**config.mk**
```make
export PLATFORM = sky130hd
export DESIGN_NAME = hub_string_and_feature_config
export DESIGN_NICKNAME = d
export VERILOG_FILES = /design/src/rtl/hub_cfg_pkg.sv /design/src/rtl/charge_sweep.sv /design/src/rtl/hub_string_and_feature_config.sv /design/src/rtl/serial_rate_gen.sv
export VERILOG_INCLUDE_DIRS = /design/src /design/src/rtl
export SDC_FILE = /design/constraint.sdc
export NUM_CORES = 1
export LEC_CHECK = 0
export BUFFER_PORTS_ARGS = -buffer_cell sky130_fd_sc_hd__buf_2
export CORE_ASPECT_RATIO = 1.4
export CORE_UTILIZATION = 43
export DETAILED_ROUTE_END_ITERATION = 6
export MAX_ROUTING_LAYER = met4
export SLEW_MARGIN = 25
export SYNTH_ARGS = -nofsm -noshare
export SYNTH_HDL_FRONTEND = slang
export SYNTH_SLANG_ARGS = --single-unit
```
**constraint.sdc**
```tcl
create_clock -name core_clk -period 14.4 [get_ports core_clk]
set_input_delay 2.88 -clock core_clk [delete_from_list [all_inputs] [get_ports core_clk]]
set_output_delay 2.88 -clock core_clk [all_outputs]
set_load 0.02 [all_outputs]
```
**src/rtl/hub_cfg_reg_cfg.svh**
```systemverilog
// offsets, field positions, reset values and timing counts of the hub config slice
// Notes on behaviour
// - Reserved bit 7 of the product length register and bits 7:5 of the third config register read zero and ignore writes.
// - The product length field resets to zero, and zero means no product string is offered.
// - The product length field takes writes from the EEPROM or SMBus only while custom strings are enabled.
// - A nonzero product length makes a string request for index three return that many bytes of product string storage.
// - The slow-rate bit runs the serial master at 100 kHz for USB-originated serial bus requests.
// - EEPROM reads run at 400 kHz unless a fuse selects the slow rate.
// - A fuse bit alone can select the 100 kHz serial master rate.
// - The slow-rate and vendor charge disable bits read as register OR fuse, and act when either is one, except that EEPROM reads follow the slow-rate fuse alone.
// - With vendor charge disable high the vendor compatible mode is skipped in the automatic charging sequence.
// - With automatic charging and the sweep bit set, each charging port tries all divider modes before the dedicated mode.
// - The divider sweep goes in order of decreasing current, highest first.
// - The sweep bit is writable, reads as register OR fuse, and enables the sweep when either is set.
`ifndef HUB_CFG_REG_CFG_SVH
`define HUB_CFG_REG_CFG_SVH
`define PROD_LEN_OFFSET 8'h24
`define FEAT_CFG3_OFFSET 8'h25
`define PROD_LEN_RESET 7'h00
`define FEAT_CFG3_RESET 5'h00
`define PROD_LEN_MSB 6
`define CFG3_LEGACY_BIT 4
`define CFG3_RSVD3_BIT 3
`define CFG3_SLOW_BIT 2
`define CFG3_VENDOR_BIT 1
`define CFG3_SWEEP_BIT 0
`define STRING_INDEX_PRODUCT 8'h03
`define PROD_LEN_MAX 7'h40
`define CORE_CLK_HZ 100000000
`define SLOW_RATE_HZ 100000
`define FAST_RATE_HZ 400000
`define SLOW_HALF_CYCLES (`CORE_CLK_HZ / (2 * `SLOW_RATE_HZ))
`define FAST_HALF_CYCLES (`CORE_CLK_HZ / (2 * `FAST_RATE_HZ))
`define CHARGE_STEP_CYCLES 16'h0400
`endif

```
**src/rtl/hub_cfg_pkg.sv**
```systemverilog
// types shared by the hub configuration slice
package hub_cfg_pkg;
  typedef enum logic [2:0] {
    CHG_IDLE = 3'b000,
    CHG_DIV_HIGH = 3'b001,
    CHG_DIV_MID = 3'b011,
    CHG_DIV_LOW = 3'b010,
    CHG_VENDOR = 3'b110,
    CHG_DEDICATED = 3'b111
  } charge_mode_t;
endpackage

```
**src/rtl/charge_sweep.sv**
```systemverilog
// automatic charging mode sequencer for one downstream port
`timescale 1ns/1ps
`include "hub_cfg_reg_cfg.svh"
module charge_sweep
  import hub_cfg_pkg::*;
(
  // clock and reset
  input wire logic core_clk,
  input wire logic sys_rst,
  // control
  input wire logic auto_enable,
  input wire logic port_charge_enable,
  input wire logic sweep_enable,
  input wire logic vendor_disable,
  input wire logic device_attached,
  // current mode
  output charge_mode_t charge_mode
);
  charge_mode_t mode_reg;
  charge_mode_t mode_next;
  logic [15:0] step_reg;
  logic [15:0] step_next;
  logic step_done;

  always_comb
  begin
    mode_next = mode_reg;
    step_next = step_reg + 16'h0001;
    step_done = (step_reg == `CHARGE_STEP_CYCLES);
    if (!auto_enable || !port_charge_enable)
    begin
      mode_next = CHG_IDLE;
      step_next = 16'h0000;
    end
    else if (device_attached)
    begin
      step_next = 16'h0000;
    end
    else
    begin
      case (mode_reg)
        // sweep from highest current down
        CHG_IDLE: mode_next = sweep_enable ? CHG_DIV_HIGH : CHG_DIV_LOW;
        CHG_DIV_HIGH: if (step_done) mode_next = CHG_DIV_MID;
        CHG_DIV_MID: if (step_done) mode_next = CHG_DIV_LOW;
        CHG_DIV_LOW: if (step_done) mode_next = vendor_disable ? CHG_DEDICATED : CHG_VENDOR;
        CHG_VENDOR: if (step_done) mode_next = CHG_DEDICATED;
        CHG_DEDICATED: mode_next = CHG_DEDICATED;
        default: mode_next = CHG_IDLE;
      endcase
      if (mode_next != mode_reg)
      begin
        step_next = 16'h0000;
      end
    end
  end

  always_ff @(posedge core_clk or posedge sys_rst)
  begin
    if (sys_rst)
    begin
      mode_reg <= CHG_IDLE;
      step_reg <= 16'h0000;
    end
    else
    begin
      mode_reg <= mode_next;
      step_reg <= step_next;
    end
  end

  assign charge_mode = mode_reg;
endmodule

```
**src/rtl/hub_string_and_feature_config.sv**
```systemverilog
// product string length and third feature configuration registers with consumers
`timescale 1ns/1ps
`include "hub_cfg_reg_cfg.svh"
module hub_string_and_feature_config
  import hub_cfg_pkg::*;
(
  // clock and reset
  input wire logic core_clk,
  input wire logic sys_rst,
  // configuration write port (eeprom loader or smbus slave)
  input wire logic cfg_wr,
  input wire logic [7:0] cfg_addr,
  input wire logic [7:0] cfg_wdata,
  input wire logic custom_strings_enable,
  // configuration read port
  input wire logic [7:0] cfg_rd_addr,
  output logic [7:0] cfg_rdata,
  // fuse bits
  input wire logic fuse_legacy_speed_only,
  input wire logic fuse_serial_master_slow_rate,
  input wire logic fuse_vendor_charge_disable,
  input wire logic fuse_divider_charge_sweep_enable,
  // string descriptor request
  input wire logic str_req,
  input wire logic [7:0] str_index,
  output logic str_offered,
  output logic [6:0] str_len,
  // product string storage fetch
  output logic [5:0] prod_mem_addr,
  output logic prod_mem_rd,
  input wire logic [7:0] prod_mem_data,
  output logic [7:0] str_byte,
  output logic str_byte_valid,
  output logic str_done,
  // serial master
  input wire logic serial_from_usb,
  output logic serial_tick,
  // speed control
  output logic superspeed_advertise,
  output logic superspeed_hub_enable,
  // charging
  input wire logic auto_charge_enable,
  input wire logic [3:0] port_charge_enable,
  input wire logic [3:0] port_attached,
  output charge_mode_t port_charge_mode [4]
);
  // ****************************************
  // registers
  // ****************************************
  logic [6:0] prod_len_reg;
  logic [6:0] prod_len_next;
  logic [4:0] cfg3_reg;
  logic [4:0] cfg3_next;
  logic slow_eff;
  logic vendor_eff;
  logic sweep_eff;
  logic legacy_eff;

  always_comb
  begin
    prod_len_next = prod_len_reg;
    cfg3_next = cfg3_reg;
    if (cfg_wr && cfg_addr == `PROD_LEN_OFFSET && custom_strings_enable)
    begin
      prod_len_next = cfg_wdata[`PROD_LEN_MSB:0];
    end
    if (cfg_wr && cfg_addr == `FEAT_CFG3_OFFSET)
    begin
      cfg3_next = cfg_wdata[4:0];
      cfg3_next[`CFG3_RSVD3_BIT] = 1'b0;
    end
  end

  always_ff @(posedge core_clk or posedge sys_rst)
  begin
    if (sys_rst)
    begin
      prod_len_reg <= `PROD_LEN_RESET;
      cfg3_reg <= `FEAT_CFG3_RESET;
    end
    else
    begin
      prod_len_reg <= prod_len_next;
      cfg3_reg <= cfg3_next;
    end
  end

  // fuse merges: feature active if either source set
  assign legacy_eff = cfg3_reg[`CFG3_LEGACY_BIT] | fuse_legacy_speed_only;
  assign slow_eff = cfg3_reg[`CFG3_SLOW_BIT] | fuse_serial_master_slow_rate;
  assign vendor_eff = cfg3_reg[`CFG3_VENDOR_BIT] | fuse_vendor_charge_disable;
  assign sweep_eff = cfg3_reg[`CFG3_SWEEP_BIT] | fuse_divider_charge_sweep_enable;

  // ****************************************
  // read mux
  // ****************************************
  logic [7:0] rdata_next;
  logic [7:0] rdata_reg;

  always_comb
  begin
    case (cfg_rd_addr)
      `PROD_LEN_OFFSET: rdata_next = {1'b0, prod_len_reg};
      `FEAT_CFG3_OFFSET: rdata_next = {3'b000, legacy_eff, 1'b0, slow_eff, vendor_eff,
                                       sweep_eff};
      default: rdata_next = 8'h00;
    endcase
  end

  always_ff @(posedge core_clk or posedge sys_rst)
  begin
    if (sys_rst)
    begin
      rdata_reg <= 8'h00;
    end
    else
    begin
      rdata_reg <= rdata_next;
    end
  end

  assign cfg_rdata = rdata_reg;

  // ****************************************
  // product string streaming
  // ****************************************
  logic busy_reg;
  logic busy_next;
  logic [6:0] idx_reg;
  logic [6:0] idx_next;
  logic fetch_reg;
  logic fetch_next;
  logic last_reg;
  logic last_next;
  logic [7:0] byte_reg;
  logic [7:0] byte_next;
  logic bvalid_reg;
  logic bvalid_next;
  logic done_reg;
  logic done_next;
  logic offered_reg;
  logic offered_next;

  always_comb
  begin
    busy_next = busy_reg;
    idx_next = idx_reg;
    fetch_next = 1'b0;
    last_next = last_reg;
    byte_next = byte_reg;
    bvalid_next = fetch_reg;
    done_next = 1'b0;
    offered_next = offered_reg;
    if (fetch_reg)
    begin
      byte_next = prod_mem_data;
      done_next = last_reg;
    end
    if (!busy_reg && str_req && str_index == `STRING_INDEX_PRODUCT)
    begin
      offered_next = (prod_len_reg != 7'h00);
      if (prod_len_reg != 7'h00)
      begin
        busy_next = 1'b1;
        idx_next = 7'h00;
      end
    end
    else if (busy_reg)
    begin
      fetch_next = 1'b1;
      last_next = (idx_reg == prod_len_reg - 7'h01);
      idx_next = idx_reg + 7'h01;
      if (idx_reg == prod_len_reg - 7'h01)
      begin
        busy_next = 1'b0;
      end
    end
  end

  always_ff @(posedge core_clk or posedge sys_rst)
  begin
    if (sys_rst)
    begin
      busy_reg <= 1'b0;
      idx_reg <= 7'h00;
      fetch_reg <= 1'b0;
      last_reg <= 1'b0;
      byte_reg <= 8'h00;
      bvalid_reg <= 1'b0;
      done_reg <= 1'b0;
      offered_reg <= 1'b0;
    end
    else
    begin
      busy_reg <= busy_next;
      idx_reg <= idx_next;
      fetch_reg <= fetch_next;
      last_reg <= last_next;
      byte_reg <= byte_next;
      bvalid_reg <= bvalid_next;
      done_reg <= done_next;
      offered_reg <= offered_next;
    end
  end

  // storage is 64 bytes deep; lengths above that wrap, the configurer must not do it
  assign prod_mem_addr = idx_reg[5:0];
  assign prod_mem_rd = busy_reg;
  assign str_byte = byte_reg;
  assign str_byte_valid = bvalid_reg;
  assign str_done = done_reg;
  assign str_offered = offered_reg;
  assign str_len = prod_len_reg;

  // ****************************************
  // serial master rate
  // ****************************************
  // eeprom reads stay fast unless the fuse asks for slow
  logic rate_slow;
  assign rate_slow = serial_from_usb ? slow_eff : fuse_serial_master_slow_rate;

  serial_rate_gen u_rate (
    .core_clk(core_clk),
    .sys_rst(sys_rst),
    .slow_sel(rate_slow),
    .scl_toggle(serial_tick)
  );

  // ****************************************
  // speed control
  // ****************************************
  logic ss_reg;
  logic ss_next;

  always_comb
  begin
    ss_next = ~legacy_eff;
  end

  always_ff @(posedge core_clk or posedge sys_rst)
  begin
    if (sys_rst)
    begin
      ss_reg <= 1'b0;
    end
    else
    begin
      ss_reg <= ss_next;
    end
  end
  assign superspeed_advertise = ss_reg;
  assign superspeed_hub_enable = ss_reg;

  // ****************************************
  // attach detect synchroniser
  // ****************************************
  // attach status comes from the port pins, so it is resampled before use
  logic [3:0] att_s1_reg;
  logic [3:0] att_s1_next;
  logic [3:0] att_s2_reg;
  logic [3:0] att_s2_next;
  logic [3:0] att_s3_reg;
  logic [3:0] att_s3_next;
  logic [3:0] att_reg;
  logic [3:0] att_next;

  always_comb
  begin
    att_s1_next = port_attached;
    att_s2_next = att_s1_reg;
    att_s3_next = att_s2_reg;
    // a change counts only once the last two stages agree
    att_next = (att_s2_reg & att_s3_reg) | (att_reg & (att_s2_reg ^ att_s3_reg));
  end

  always_ff @(posedge core_clk or posedge sys_rst)
  begin
    if (sys_rst)
    begin
      att_s1_reg <= 4'h0;
      att_s2_reg <= 4'h0;
      att_s3_reg <= 4'h0;
      att_reg <= 4'h0;
    end
    else
    begin
      att_s1_reg <= att_s1_next;
      att_s2_reg <= att_s2_next;
      att_s3_reg <= att_s3_next;
      att_reg <= att_next;
    end
  end

  // ****************************************
  // charging sequencers
  // ****************************************
  genvar p;
  generate
    for (p = 0; p < 4; p++)
    begin : g_port
      charge_sweep u_sweep (
        .core_clk(core_clk),
        .sys_rst(sys_rst),
        .auto_enable(auto_charge_enable),
        .port_charge_enable(port_charge_enable[p]),
        .sweep_enable(sweep_eff),
        .vendor_disable(vendor_eff),
        .device_attached(att_reg[p]),
        .charge_mode(port_charge_mode[p])
      );
    end
  endgenerate
endmodule

```
**src/rtl/serial_rate_gen.sv**
```systemverilog
// serial master clock tick generator, 100 kHz or 400 kHz
`timescale 1ns/1ps
`include "hub_cfg_reg_cfg.svh"
module serial_rate_gen (
  // clock and reset
  input wire logic core_clk,
  input wire logic sys_rst,
  // rate choice
  input wire logic slow_sel,
  // tick at twice the bit rate
  output logic scl_toggle
);
  logic [8:0] cnt_reg;
  logic [8:0] cnt_next;
  logic tick_next;
  logic tick_reg;
  logic [8:0] limit;

  always_comb
  begin
    limit = slow_sel ? 9'(`SLOW_HALF_CYCLES - 1) : 9'(`FAST_HALF_CYCLES - 1);
    tick_next = 1'b0;
    cnt_next = cnt_reg + 9'h001;
    if (cnt_reg >= limit)
    begin
      cnt_next = 9'h000;
      tick_next = 1'b1;
    end
  end

  always_ff @(posedge core_clk or posedge sys_rst)
  begin
    if (sys_rst)
    begin
      cnt_reg <= 9'h000;
      tick_reg <= 1'b0;
    end
    else
    begin
      cnt_reg <= cnt_next;
      tick_reg <= tick_next;
    end
  end

  assign scl_toggle = tick_reg;
endmodule

```
# After elaboration in Yosys (flattened, before gate mapping)
# Cells that the tools add are included.
# Widths: inputs -> output; s select.
# word_totals
reg_bits,143
input_bits,59
elab_cells,171
# classes
order_cmp,1
bitwise,10
reduce_logical,23
n_addsub,7
n_eq_ne,39
n_mux,65
# ops
cell,n
$mux 16,12
$mux 3,32
$pmux 3 s6,4
$add 16x1->16 const B,4
$eq 16x11->1 const B,4
$eq 8x6->1 const B,4
$eq 3x2->1 const B,8
$eq 3x3->1 const B,8
$mux 7,3
$mux 9,2
$pmux 7 s2,1
$eq 3x1->1 const B,4
$logic_not 3->1,4
$ne 3x3->1,4
$mux 1,10
$ne 2x1->1 const B,5
$add 9x1->9 const B,1
$ge 9x9->1,1
$and 4x4->4,2
$eq 8x2->1 const B,1
$add 7x1->7 const B,1
$eq 7x7->1,1
$reduce_bool 7->1,1
$sub 7x1->7 const B,1
other kinds (10),27

# Longest topological paths before layout
# Gate-level depths: netlist of the first run.
# depth
word_depth,10
ltp_mapped,8
depth_no_buf,8

# Cells and area by module
# A second synthesis of the first run with hierarchy kept.
# hier_totals
hier_cells,679
hier_area_um2,7109.3
# modules_own_cells
mod,instances,seq_area_each_um2,area_per_inst_um2,cells_per_inst
charge_sweep,4,475.5,1052.3,110
hub_string_and_feature_config,1,1401.3,2337.2,185
serial_rate_gen,1,250.2,563.0,54

# Worst setup path after synthesis of the first run
# No wires, ideal clock.
# synth_path
path_type,input to register
start,input port serial_from_usb
end,register u_rate.cnt_reg[0]
arrival_time_ps,4421
n_path_buf,0
setup_slack_ps,9885
stages,8
setup_time_ps,94
required_time_ps,14306
cell_sequence,a21oi_1 -> inv_1 -> ha_1 -> nand2b_1 -> a21o_1 -> a21o_1 -> a21o_1 -> a211oi_1
# synth_via
elab_chain_cells,4
# synth_lines
element,line_no,text
from (decl),hub_string_and_feature_config.sv:36,"input wire logic serial_from_usb,"
$mux 1,hub_string_and_feature_config.sv:220,assign rate_slow = serial_from_usb ? slow_eff : fuse_serial_master_slow_rate;
$mux 9,serial_rate_gen.sv:21,limit = slow_sel ? 9'(`SLOW_HALF_CYCLES - 1) : 9'(`FAST_HALF_CYCLES - 1);
$ge 9x9->1,serial_rate_gen.sv:24,if (cnt_reg >= limit)
$mux 9,serial_rate_gen.sv:24,
via u_rate.cnt_next[0],serial_rate_gen.sv:14,logic [8:0] cnt_next;
to (signal assigned),serial_rate_gen.sv:40,cnt_reg <= cnt_next;
to (decl),serial_rate_gen.sv:13,logic [8:0] cnt_reg;
# The timed path passes the listed nets, and every way through them passes these cells.
# A chain may end at the register's enable or synchronous reset.

# Final worst setup path of the first run
# layout_path
start,input port serial_from_usb
end,register u_rate.cnt_reg[4]
# Same word-level chain as after synthesis.

==> results.json, run 1 <==
{
  "slowest_stage": "a21oi_1",
  "cts.htree.levels": 4,
  "crit_family": "compound AO/OA/AOI/OAI gates",
  "vias_per_cell": 5.25,
  "p_total_mw": 1.01,
  "min_period_over_period": 0.306,
  "outcome": "finished, final reports clean",
  "peakVddDrop_mv": 0.0619,
  "grt_pass1_vias": 5255,
  "syn_area_um2": 6850,
  "largest_reg_flops": 64,
  "crit_top_cell": "a21o_1",
  "timing.fmax_ghz": 0.227,
  "portBuffers": 104,
  "die_h_um": 151,
  "cts_made_buffers": 17,
  "cts_max_path_buffers": 2,
  "post_drt_wl_per_cell_um": 14.6,
  "dpl_cell_area_um2": 7500,
  "nFillCells": 1401,
  "utilization": 0.521,
  "stdcell_area_um2": 8130,
  "finalSetupViolations": 0,
  "async_flop_share": 1.00,
  "synth_edf_count": 0,
  "grt_overflow": 0,
  "hold_viol": 0,
  "worstMarginPinSlew_ps": 689,
  "dpl.cell_count": 940,
  "startpoint_type": "input port",
  "wirelength_um": 14200,
  "slowest_delay_ps": 300,
  "crit_required_ps": 14730,
  "diodes": 0,
  "synth_seq_cells": 142,
  "layout-drive-gt1-share": 0.213,
  "initial_core_util": 0.439,
  "critPathCaptureType": "flop",
  "grt_max_degree": 77,
  "syn-instance-count": 659,
  "rsz0062_at_grt": "false",
  "postCtsHoldBufs": 0,
  "postCtsSetupBuffers": 0,
  "num_rows": 54,
  "slew_violations": 0,
  "cp_max_fo": 8,
  "nets": 843,
  "maxCapViolCount": 0,
  "ys.flop_type": "dfrtp_1",
  "track_usage": 0.197,
  "tns_ps": 0,
  "cts_root_buf": "clkbuf_16",
  "yosysSeqAreaShare": 0.518,
  "min_path_type": "flop to flop",
  "die_width_um": 109,
  "area_growth_pct": 18.6,
  "p_leak_nw": 3.70,
  "arrival_ps": 4740,
  "gp_congestion": 0.814,
  "drc_errors": 0,
  "yosysWarnings": 0,
  "vias": 5100,
  "antenna_found_initial": 0,
  "cts_tree": "done",
  "path_cells": "buf_2 > a21oi_1 > inv_1 > ha_1 > nand2b_1 > a21o_1 > a21o_1 > a21o_1 > a211oi_1",
  "drt-initial-drc-count": 232,
  "pin_count": 107,
  "timing_worst_setup_path_type": "input port to flop",
  "die_area_um2": 16500,
  "grt_pass1_wl_um": 24300,
  "cts.sinks": 142,
  "ant_nets": 0,
  "avgSynthCellArea_um2": 10.4,
  "finalCriticalPeriod_ps": 4410,
  "clk_latency_ps": 420,
  "final-instance-count-excl-fill": 972,
  "syn_nets": 739,
  "ys_types": 45,
  "maxSlewHeadroom": 0.537,
  "clock-skew-final_ps": 8.85,
  "crit_buf_inv": 2,
  "core_area_um2": 15600,
  "post-dp-hpwl_um": 10000,
  "drt-pass1-iter-count": 4,
  "cts-resized-gates": 0,
  "power_density_nw_per_um2": 124,
  "path_clk_slew_ps": 60
}
-- stage by stage --
| step | hold WS (ps) | setup slack, ps |
|---|---|---|
| after global routing | 366 | 9830 |
| final | 346 | 9990 |
| after floorplan | 331 | 7710 |
| after detailed placement | 337 | 9510 |
| after global placement | 335 | 9580 |
| after CTS | 350 | 9980 |
-- routing by layer --
layer,share of wire,vias to the layer above,GRT usage
li1,-,2479,-
met1,0.43,2486,0.235
met2,0.51,117,0.324
met3,0.041,18,0.0426
met4,0.016,0,0.0777
met5,0,-,-
-- layout make-up --
cell class                      instances  area [um2]  area share
Sequential cell                       142        3550       0.437
Multi-Input combinational cell        473        3080       0.379
Timing Repair Buffer                  105         532      0.0654
Clock buffer                           18         439      0.0540
Tap cell                              196         245      0.0302
Clock inverter                         14         184      0.0226
Inverter                               24        95.1      0.0117
-- synth_stat cells, types with 11 or more instances --
library cell,instances,area [um2]
dfrtp_1,142,3550
nor2_1,117,439
xnor2_1,42,368
nand2_1,35,131
nand3_1,34,170
xor2_1,34,298
nor3_1,26,130
inv_1,24,90.1
ha_1,21,263
mux2_2,19,214
nand4_1,15,93.8
a21o_1,12,90.1
a21oi_1,12,60.1
a211oi_1,11,82.6
-- path summary, 6_finish.rpt --
check | from | to | slack (ps) | cells past startpoint
max reg2reg | g_port[3].u_sweep.step_reg[0] | g_port[3].u_sweep.step_reg[12] | 12120 | 7
min in group asynchronous | sys_rst | str_byte[4] | 2550 | 2
min | att_s1_reg[1] | att_s2_reg[1] | 350 | 0
max | serial_from_usb | u_rate.cnt_reg[4] | 9990 | 9
max in group asynchronous | sys_rst | g_port[1].u_sweep.step_reg[4] | 10760 | 3
min reg2reg | att_s1_reg[1] | att_s2_reg[1] | 350 | 0
-- power breakdown --
part           leakage, nW  switching, mW  internal (mW)
clock network        0.303          0.177          0.280
registers             1.90         0.0234          0.419
logic                 1.49         0.0585         0.0474
total                 3.70          0.259          0.747
-- logic make-up (layout without fill, tap and decap cells) --
kind of cell,after synthesis,after routing,share of synthesized area
other cells,1,1,0.000547
fa+ha+maj,21,21,0.0383
simple gates,297,297,0.219
flops,142,142,0.518
xor+xnor,76,76,0.0971
buf+inv,44,161,0.0318
mux,26,26,0.0414
compound gates,52,52,0.0537
-- cells in the final DEF (no fill, tap or decap), types with 4 or more instances in the layout --
master     instances
o2111ai_1          4
or4b_2             4
a211oi_1          11
ha_1              21
a21oi_1           12
and2_1             7
xnor2_1           42
and3_1             8
nor4_1             4
a221oi_1           4
nand4_1           15
nand3_1           34
or4b_1             4
nor2_1           117
clkinv_4           6
and4_1             8
mux2i_1            7
nand2_1           35
inv_1             23
buf_2            104
xor2_1            34
nand2b_1           8
dfrtp_1          142
nor4b_1            8
clkbuf_16         17
a21o_1            12
mux2_2            19
nand3b_1           6
nor3_1            26
Power figures use the tool's default switching activity.
==> run 2: changes to the inputs <==
- clock period: 14.4 -> 4.46 ns (I/O delays scaled with it)
==> run 2 against run 1 <==
Worst hold slack better by 1.1 ps; first-iteration DRC count up 20%; combinational power rose to 3.2 times the previous value; worst setup slack worse by 8000 ps; largest cell class unchanged.
==> results.json, run 2 (synthesis gave the netlist of run 1 again) <==
{
  "outcome": "finished, final reports clean",
  "cts_max_path_buffers": 2,
  "min_path_cells": 0,
  "clock-skew-final_ps": 8.61,
  "maxCapViolCount": 0,
  "maxSlewHeadroom": 0.529,
  "critPathCaptureType": "flop",
  "timing_worst_setup_path_type": "input port to flop",
  "utilization": 0.525,
  "arrival_ps": 2830,
  "cts_made_buffers": 17,
  "tns_ps": 0,
  "min_path_type": "flop to flop",
  "area_growth_pct": 19.5,
  "rsz0062_at_grt": "false",
  "power_density_nw_per_um2": 405,
  "cp_max_fo": 8,
  "worst_r2r_path_depth": 8,
  "min_to": "att_s2_reg[1]",
  "largest_reg_flops": 64,
  "drt-initial-drc-count": 279,
  "die_h_um": 151,
  "worstMarginPinSlew_ps": 702,
  "track_usage": 0.186,
  "cts-resized-gates": 0,
  "nets": 844,
  "clk_latency_ps": 410,
  "hold_viol": 0,
  "finalCriticalPeriod_ps": 2510,
  "gp_congestion": 0.789,
  "crit_required_ps": 4770,
  "p_leak_nw": 3.72,
  "post_drt_wl_per_cell_um": 14.3,
  "final_cell_mix": "dfrtp_1, nor2_1, buf_2, xnor2_1, nand2_1",
  "cts.htree.levels": 4,
  "hp-start": "att_s1_reg[1]",
  "r2r-start": "cfg3_reg[2]",
  "timing.fmax_ghz": 0.398,
  "cts_root_buf": "clkbuf_16",
  "antenna_found_initial": 0,
  "diodes": 0,
  "slew_violations": 0,
  "vias": 5058,
  "postCtsSetupBuffers": 0,
  "post-dp-hpwl_um": 9520,
  "finalSetupViolations": 0,
  "startpoint_type": "input port",
  "layout-drive-gt1-share": 0.212,
  "path_clk_slew_ps": 60,
  "initial_core_util": 0.439,
  "grt_overflow": 0,
  "grt_pass1_vias": 5044,
  "layout_commonest_cell": "dfrtp_1",
  "drt-pass1-iter-count": 4,
  "die_area_um2": 16500,
  "die_width_um": 109,
  "nFillCells": 1366,
  "peakVddDrop_mv": 0.169,
  "cts_tree": "done",
  "core_area_um2": 15600,
  "cts.sinks": 142,
  "portBuffers": 104,
  "vias_per_cell": 5.20,
  "pin_count": 107,
  "r2r_slack_ps": 2150,
  "r2r-end": "u_rate.cnt_reg[3]",
  "grt_max_degree": 97,
  "drc_errors": 0,
  "grt_pass1_wl_um": 23300,
  "postCtsHoldBufs": 0,
  "num_rows": 54,
  "wirelength_um": 13900,
  "min_period_over_period": 0.564,
  "ant_nets": 0
}
-- run 2: cell types whose count changed in the layout (fill, tap and decap cells not counted), sizes merged --
cell      before  now
clkinv         7    2
clkbuf        18   21
clkinvlp       1    3
buf          105  106
bufinv         3    4
inv           27   26
-- run 2: metrics by stage --
stage | cell area (um2) | total power [mW] | setup WS (ps) | instances | hold slack [ps]
2_1_floorplan | 6860 | 1.69 | 1790 | 659 | 331
3_3_place_gp | 7520 | 1.78 | 1590 | 940 | 335
3_5_place_dp | 7520 | 1.79 | 1520 | 940 | 335
4_1_cts | 8170 | 3.36 | 1950 | 972 | 348
5_1_grt | 8190 | 3.47 | 1780 | 973 | 357
6_report | 8190 | 3.32 | 1950 | 973 | 347
-- run 2: critical path, cell delays in order --
cell and delay, ps:
buf_2 100, a21oi_1 340, inv_1 150, ha_1 290, nand2b_1 140, a21o_1 170, a21o_1 180, a21o_1 270
a211oi_1 280
-- run 2: worst max-delay path by stage --
stage / from / end / slack, ps / cells after the start
after floorplan: sys_rst / att_reg[0] / 1790 / 1
after global placement: serial_from_usb / u_rate.cnt_reg[8] / 1590 / 9
after detailed placement: serial_from_usb / u_rate.cnt_reg[6] / 1520 / 9
after CTS: serial_from_usb / u_rate.cnt_reg[3] / 1950 / 9
after global routing: serial_from_usb / u_rate.cnt_reg[3] / 1780 / 9
final: serial_from_usb / u_rate.cnt_reg[3] / 1950 / 9
-- run 2: area by class of cell --
cell class / instances / area [um2] / area share
Timing Repair Buffer: 106 / 568 / 0.0693
Clock inverter: 11 / 179 / 0.0218
Clock buffer: 21 / 470 / 0.0574
Inverter: 24 / 93.8 / 0.0115
Tap cell: 196 / 245 / 0.0299
Multi-Input combinational cell: 473 / 3080 / 0.376
Sequential cell: 142 / 3550 / 0.434
-- run 2: routing by layer --
| layer | part of all wire | track usage | vias to the layer above |
|---|---|---|---|
| met5 | 0 | - | - |
| met4 | 0.012 | 0.0676 | 0 |
| met3 | 0.041 | 0.0387 | 12 |
| met2 | 0.51 | 0.315 | 118 |
| met1 | 0.44 | 0.218 | 2445 |
| li1 | - | - | 2483 |
-- run 2: power by group --
group | leakage (nW) | internal, mW | total (mW) | switching (mW)
registers | 1.90 | 1.35 | 1.43 | 0.0751
logic | 1.51 | 0.155 | 0.342 | 0.187
clock network | 0.311 | 0.989 | 1.55 | 0.558
total | 3.72 | 2.50 | 3.32 | 0.819
==> run 3: changes to the inputs <==
- clock period: 4.46 -> 2.4 ns (I/O delays scaled with it)
==> run 3 against run 2 <==
Utilization rose by 0.096 points; first-iteration DRC count grew 27%; non-clock buffer count increased by 14; worst setup slack worse by 1800 ps; clock-buffer cell count shrank 4; die area stayed put; register-to-register slack worse by 2000 ps; clock power is 58% higher; global-route usage up 0.95 points.
==> results.json, run 3 (synthesis gave the netlist of run 1 again) <==
{
  "power_density_nw_per_um2": 700,
  "track_usage": 0.196,
  "maxSlewHeadroom": 0.493,
  "timing_worst_setup_path_type": "flop to flop",
  "worstMarginPinSlew_ps": 758,
  "grt_pass1_vias": 5243,
  "num_rows": 54,
  "hp-start": "port_attached[1]",
  "diodes": 0,
  "cts_max_path_buffers": 2,
  "post-dp-hpwl_um": 10200,
  "maxCapViolCount": 0,
  "cts_made_buffers": 17,
  "min_path_type": "input port to flop",
  "cts_tree": "done",
  "layout_commonest_cell": "dfrtp_1",
  "cts_root_buf": "clkbuf_16",
  "wl_met1_um": 6070,
  "p_total_mw": 5.75,
  "clk_latency_ps": 420,
  "slew_violations": 0,
  "min_path_cells": 1,
  "crit_buf_inv": 1,
  "nets": 858,
  "initial_core_util": 0.439,
  "min_to": "att_s1_reg[1]",
  "portBuffers": 104,
  "cp_max_fo": 7,
  "path_clk_slew_ps": 60,
  "vias_per_cell": 5.20,
  "grt_max_degree": 45,
  "grt_pass1_wl_um": 24200,
  "path_cells": "inv_1 > ha_1 > nor4b_1 > nand4_1 > or4b_2 > nand3_1 > a221oi_1",
  "rsz0062_at_grt": "false",
  "cts.sinks": 142,
  "r2r-start": "g_port[1].u_sweep.step_reg[0]",
  "crit_required_ps": 2700,
  "drt-initial-drc-count": 355,
  "utilization": 0.526,
  "outcome": "finished, final reports clean",
  "post_drt_wl_per_cell_um": 14.4,
  "area_growth_pct": 19.8,
  "core_area_um2": 15600,
  "cts-resized-gates": 0,
  "highest_layer": "met4",
  "startpoint_type": "flop",
  "worst_r2r_path_depth": 7,
  "gp_congestion": 0.779,
  "pre_cts_ws_ps": 58.5,
  "slowest_stage": "or4b_2",
  "timing.fmax_ghz": 0.437,
  "wirelength_um": 14200,
  "largest_reg_flops": 64,
  "die_h_um": 151,
  "finalCriticalPeriod_ps": 2290,
  "r2r-end": "g_port[1].u_sweep.charge_mode[0]",
  "tns_ps": 0,
  "critPathCaptureType": "flop",
  "die_width_um": 109,
  "peakVddDrop_mv": 0.482,
  "cts.htree.levels": 4,
  "hold_viol": 0,
  "ant_nets": 0,
  "layout-drive-gt1-share": 0.228,
  "vias": 5136,
  "grt_overflow": 0,
  "routed-wl-met2_um": 7330,
  "pin_count": 107,
  "slowest_delay_ps": 690,
  "met3_length_um": 644,
  "final_cell_mix": "dfrtp_1, nor2_1, buf_2, xnor2_1, nand2_1",
  "finalSetupViolations": 0,
  "crit_family": "simple AND/OR/NAND/NOR gates",
  "p_leak_nw": 3.73,
  "die_area_um2": 16500,
  "r2r_slack_ps": 110,
  "drt-pass1-iter-count": 4,
  "antenna_found_initial": 0,
  "clock-skew-final_ps": 10.2,
  "setup_slack_ps": 111,
  "arrival_ps": 2590,
  "drc_errors": 0,
  "min_period_over_period": 0.954
}
run 3: layout make-up:
cell class / count / area [um2]
clock buffers: 17 / 425
clock inverters: 15 / 129
fillers: 1409 / 7400
inverters: 24 / 93.8
multi-input cells: 473 / 3080
flip-flops and latches: 142 / 3550
well taps: 196 / 245
repair buffers: 120 / 678
run 3: worst max-delay path by stage:
stage                                  start                          endpoint  cells after the start
2_1_floorplan                        sys_rst                        att_reg[0]                      1
3_3_place_gp                 serial_from_usb                 u_rate.cnt_reg[7]                      9
3_5_place_dp                 serial_from_usb                 u_rate.cnt_reg[4]                      9
4_1_cts        g_port[3].u_sweep.step_reg[0]  g_port[3].u_sweep.charge_mode[0]                      7
5_1_grt        g_port[2].u_sweep.step_reg[0]  g_port[2].u_sweep.charge_mode[0]                      7
6_report       g_port[1].u_sweep.step_reg[0]  g_port[1].u_sweep.charge_mode[0]                      7
run 3: through the flow:
step / instances / hold slack (ps) / instance area (um2)
4_1_cts: 985 / 143 / 8190
3_3_place_gp: 953 / 336 / 7640
6_report: 987 / 163 / 8210
3_5_place_dp: 953 / 335 / 7640
5_1_grt: 987 / 142 / 8210
2_1_floorplan: 659 / 331 / 6860
run 3: metal layers:
metal	global-route usage	vias up
li1	-	2507
met1	0.221	2490
met2	0.332	125
met3	0.0516	14
met4	0.0703	0
met5	-	-
run 3: timing repair:
item | in CTS | in global routing
hold buffers | 0 | 0
setup buffers | 0 | 2
endpoints found under the hold margin | 0 | 0
setup endpoints to repair | 0 | 2
run 3: report_power, final:
group | leakage, nW | internal [mW] | total [mW] | switching, mW
combinational | 1.57 | 0.297 | 0.649 | 0.352
sequential | 1.90 | 2.51 | 2.65 | 0.137
clock | 0.260 | 1.35 | 2.45 | 1.10
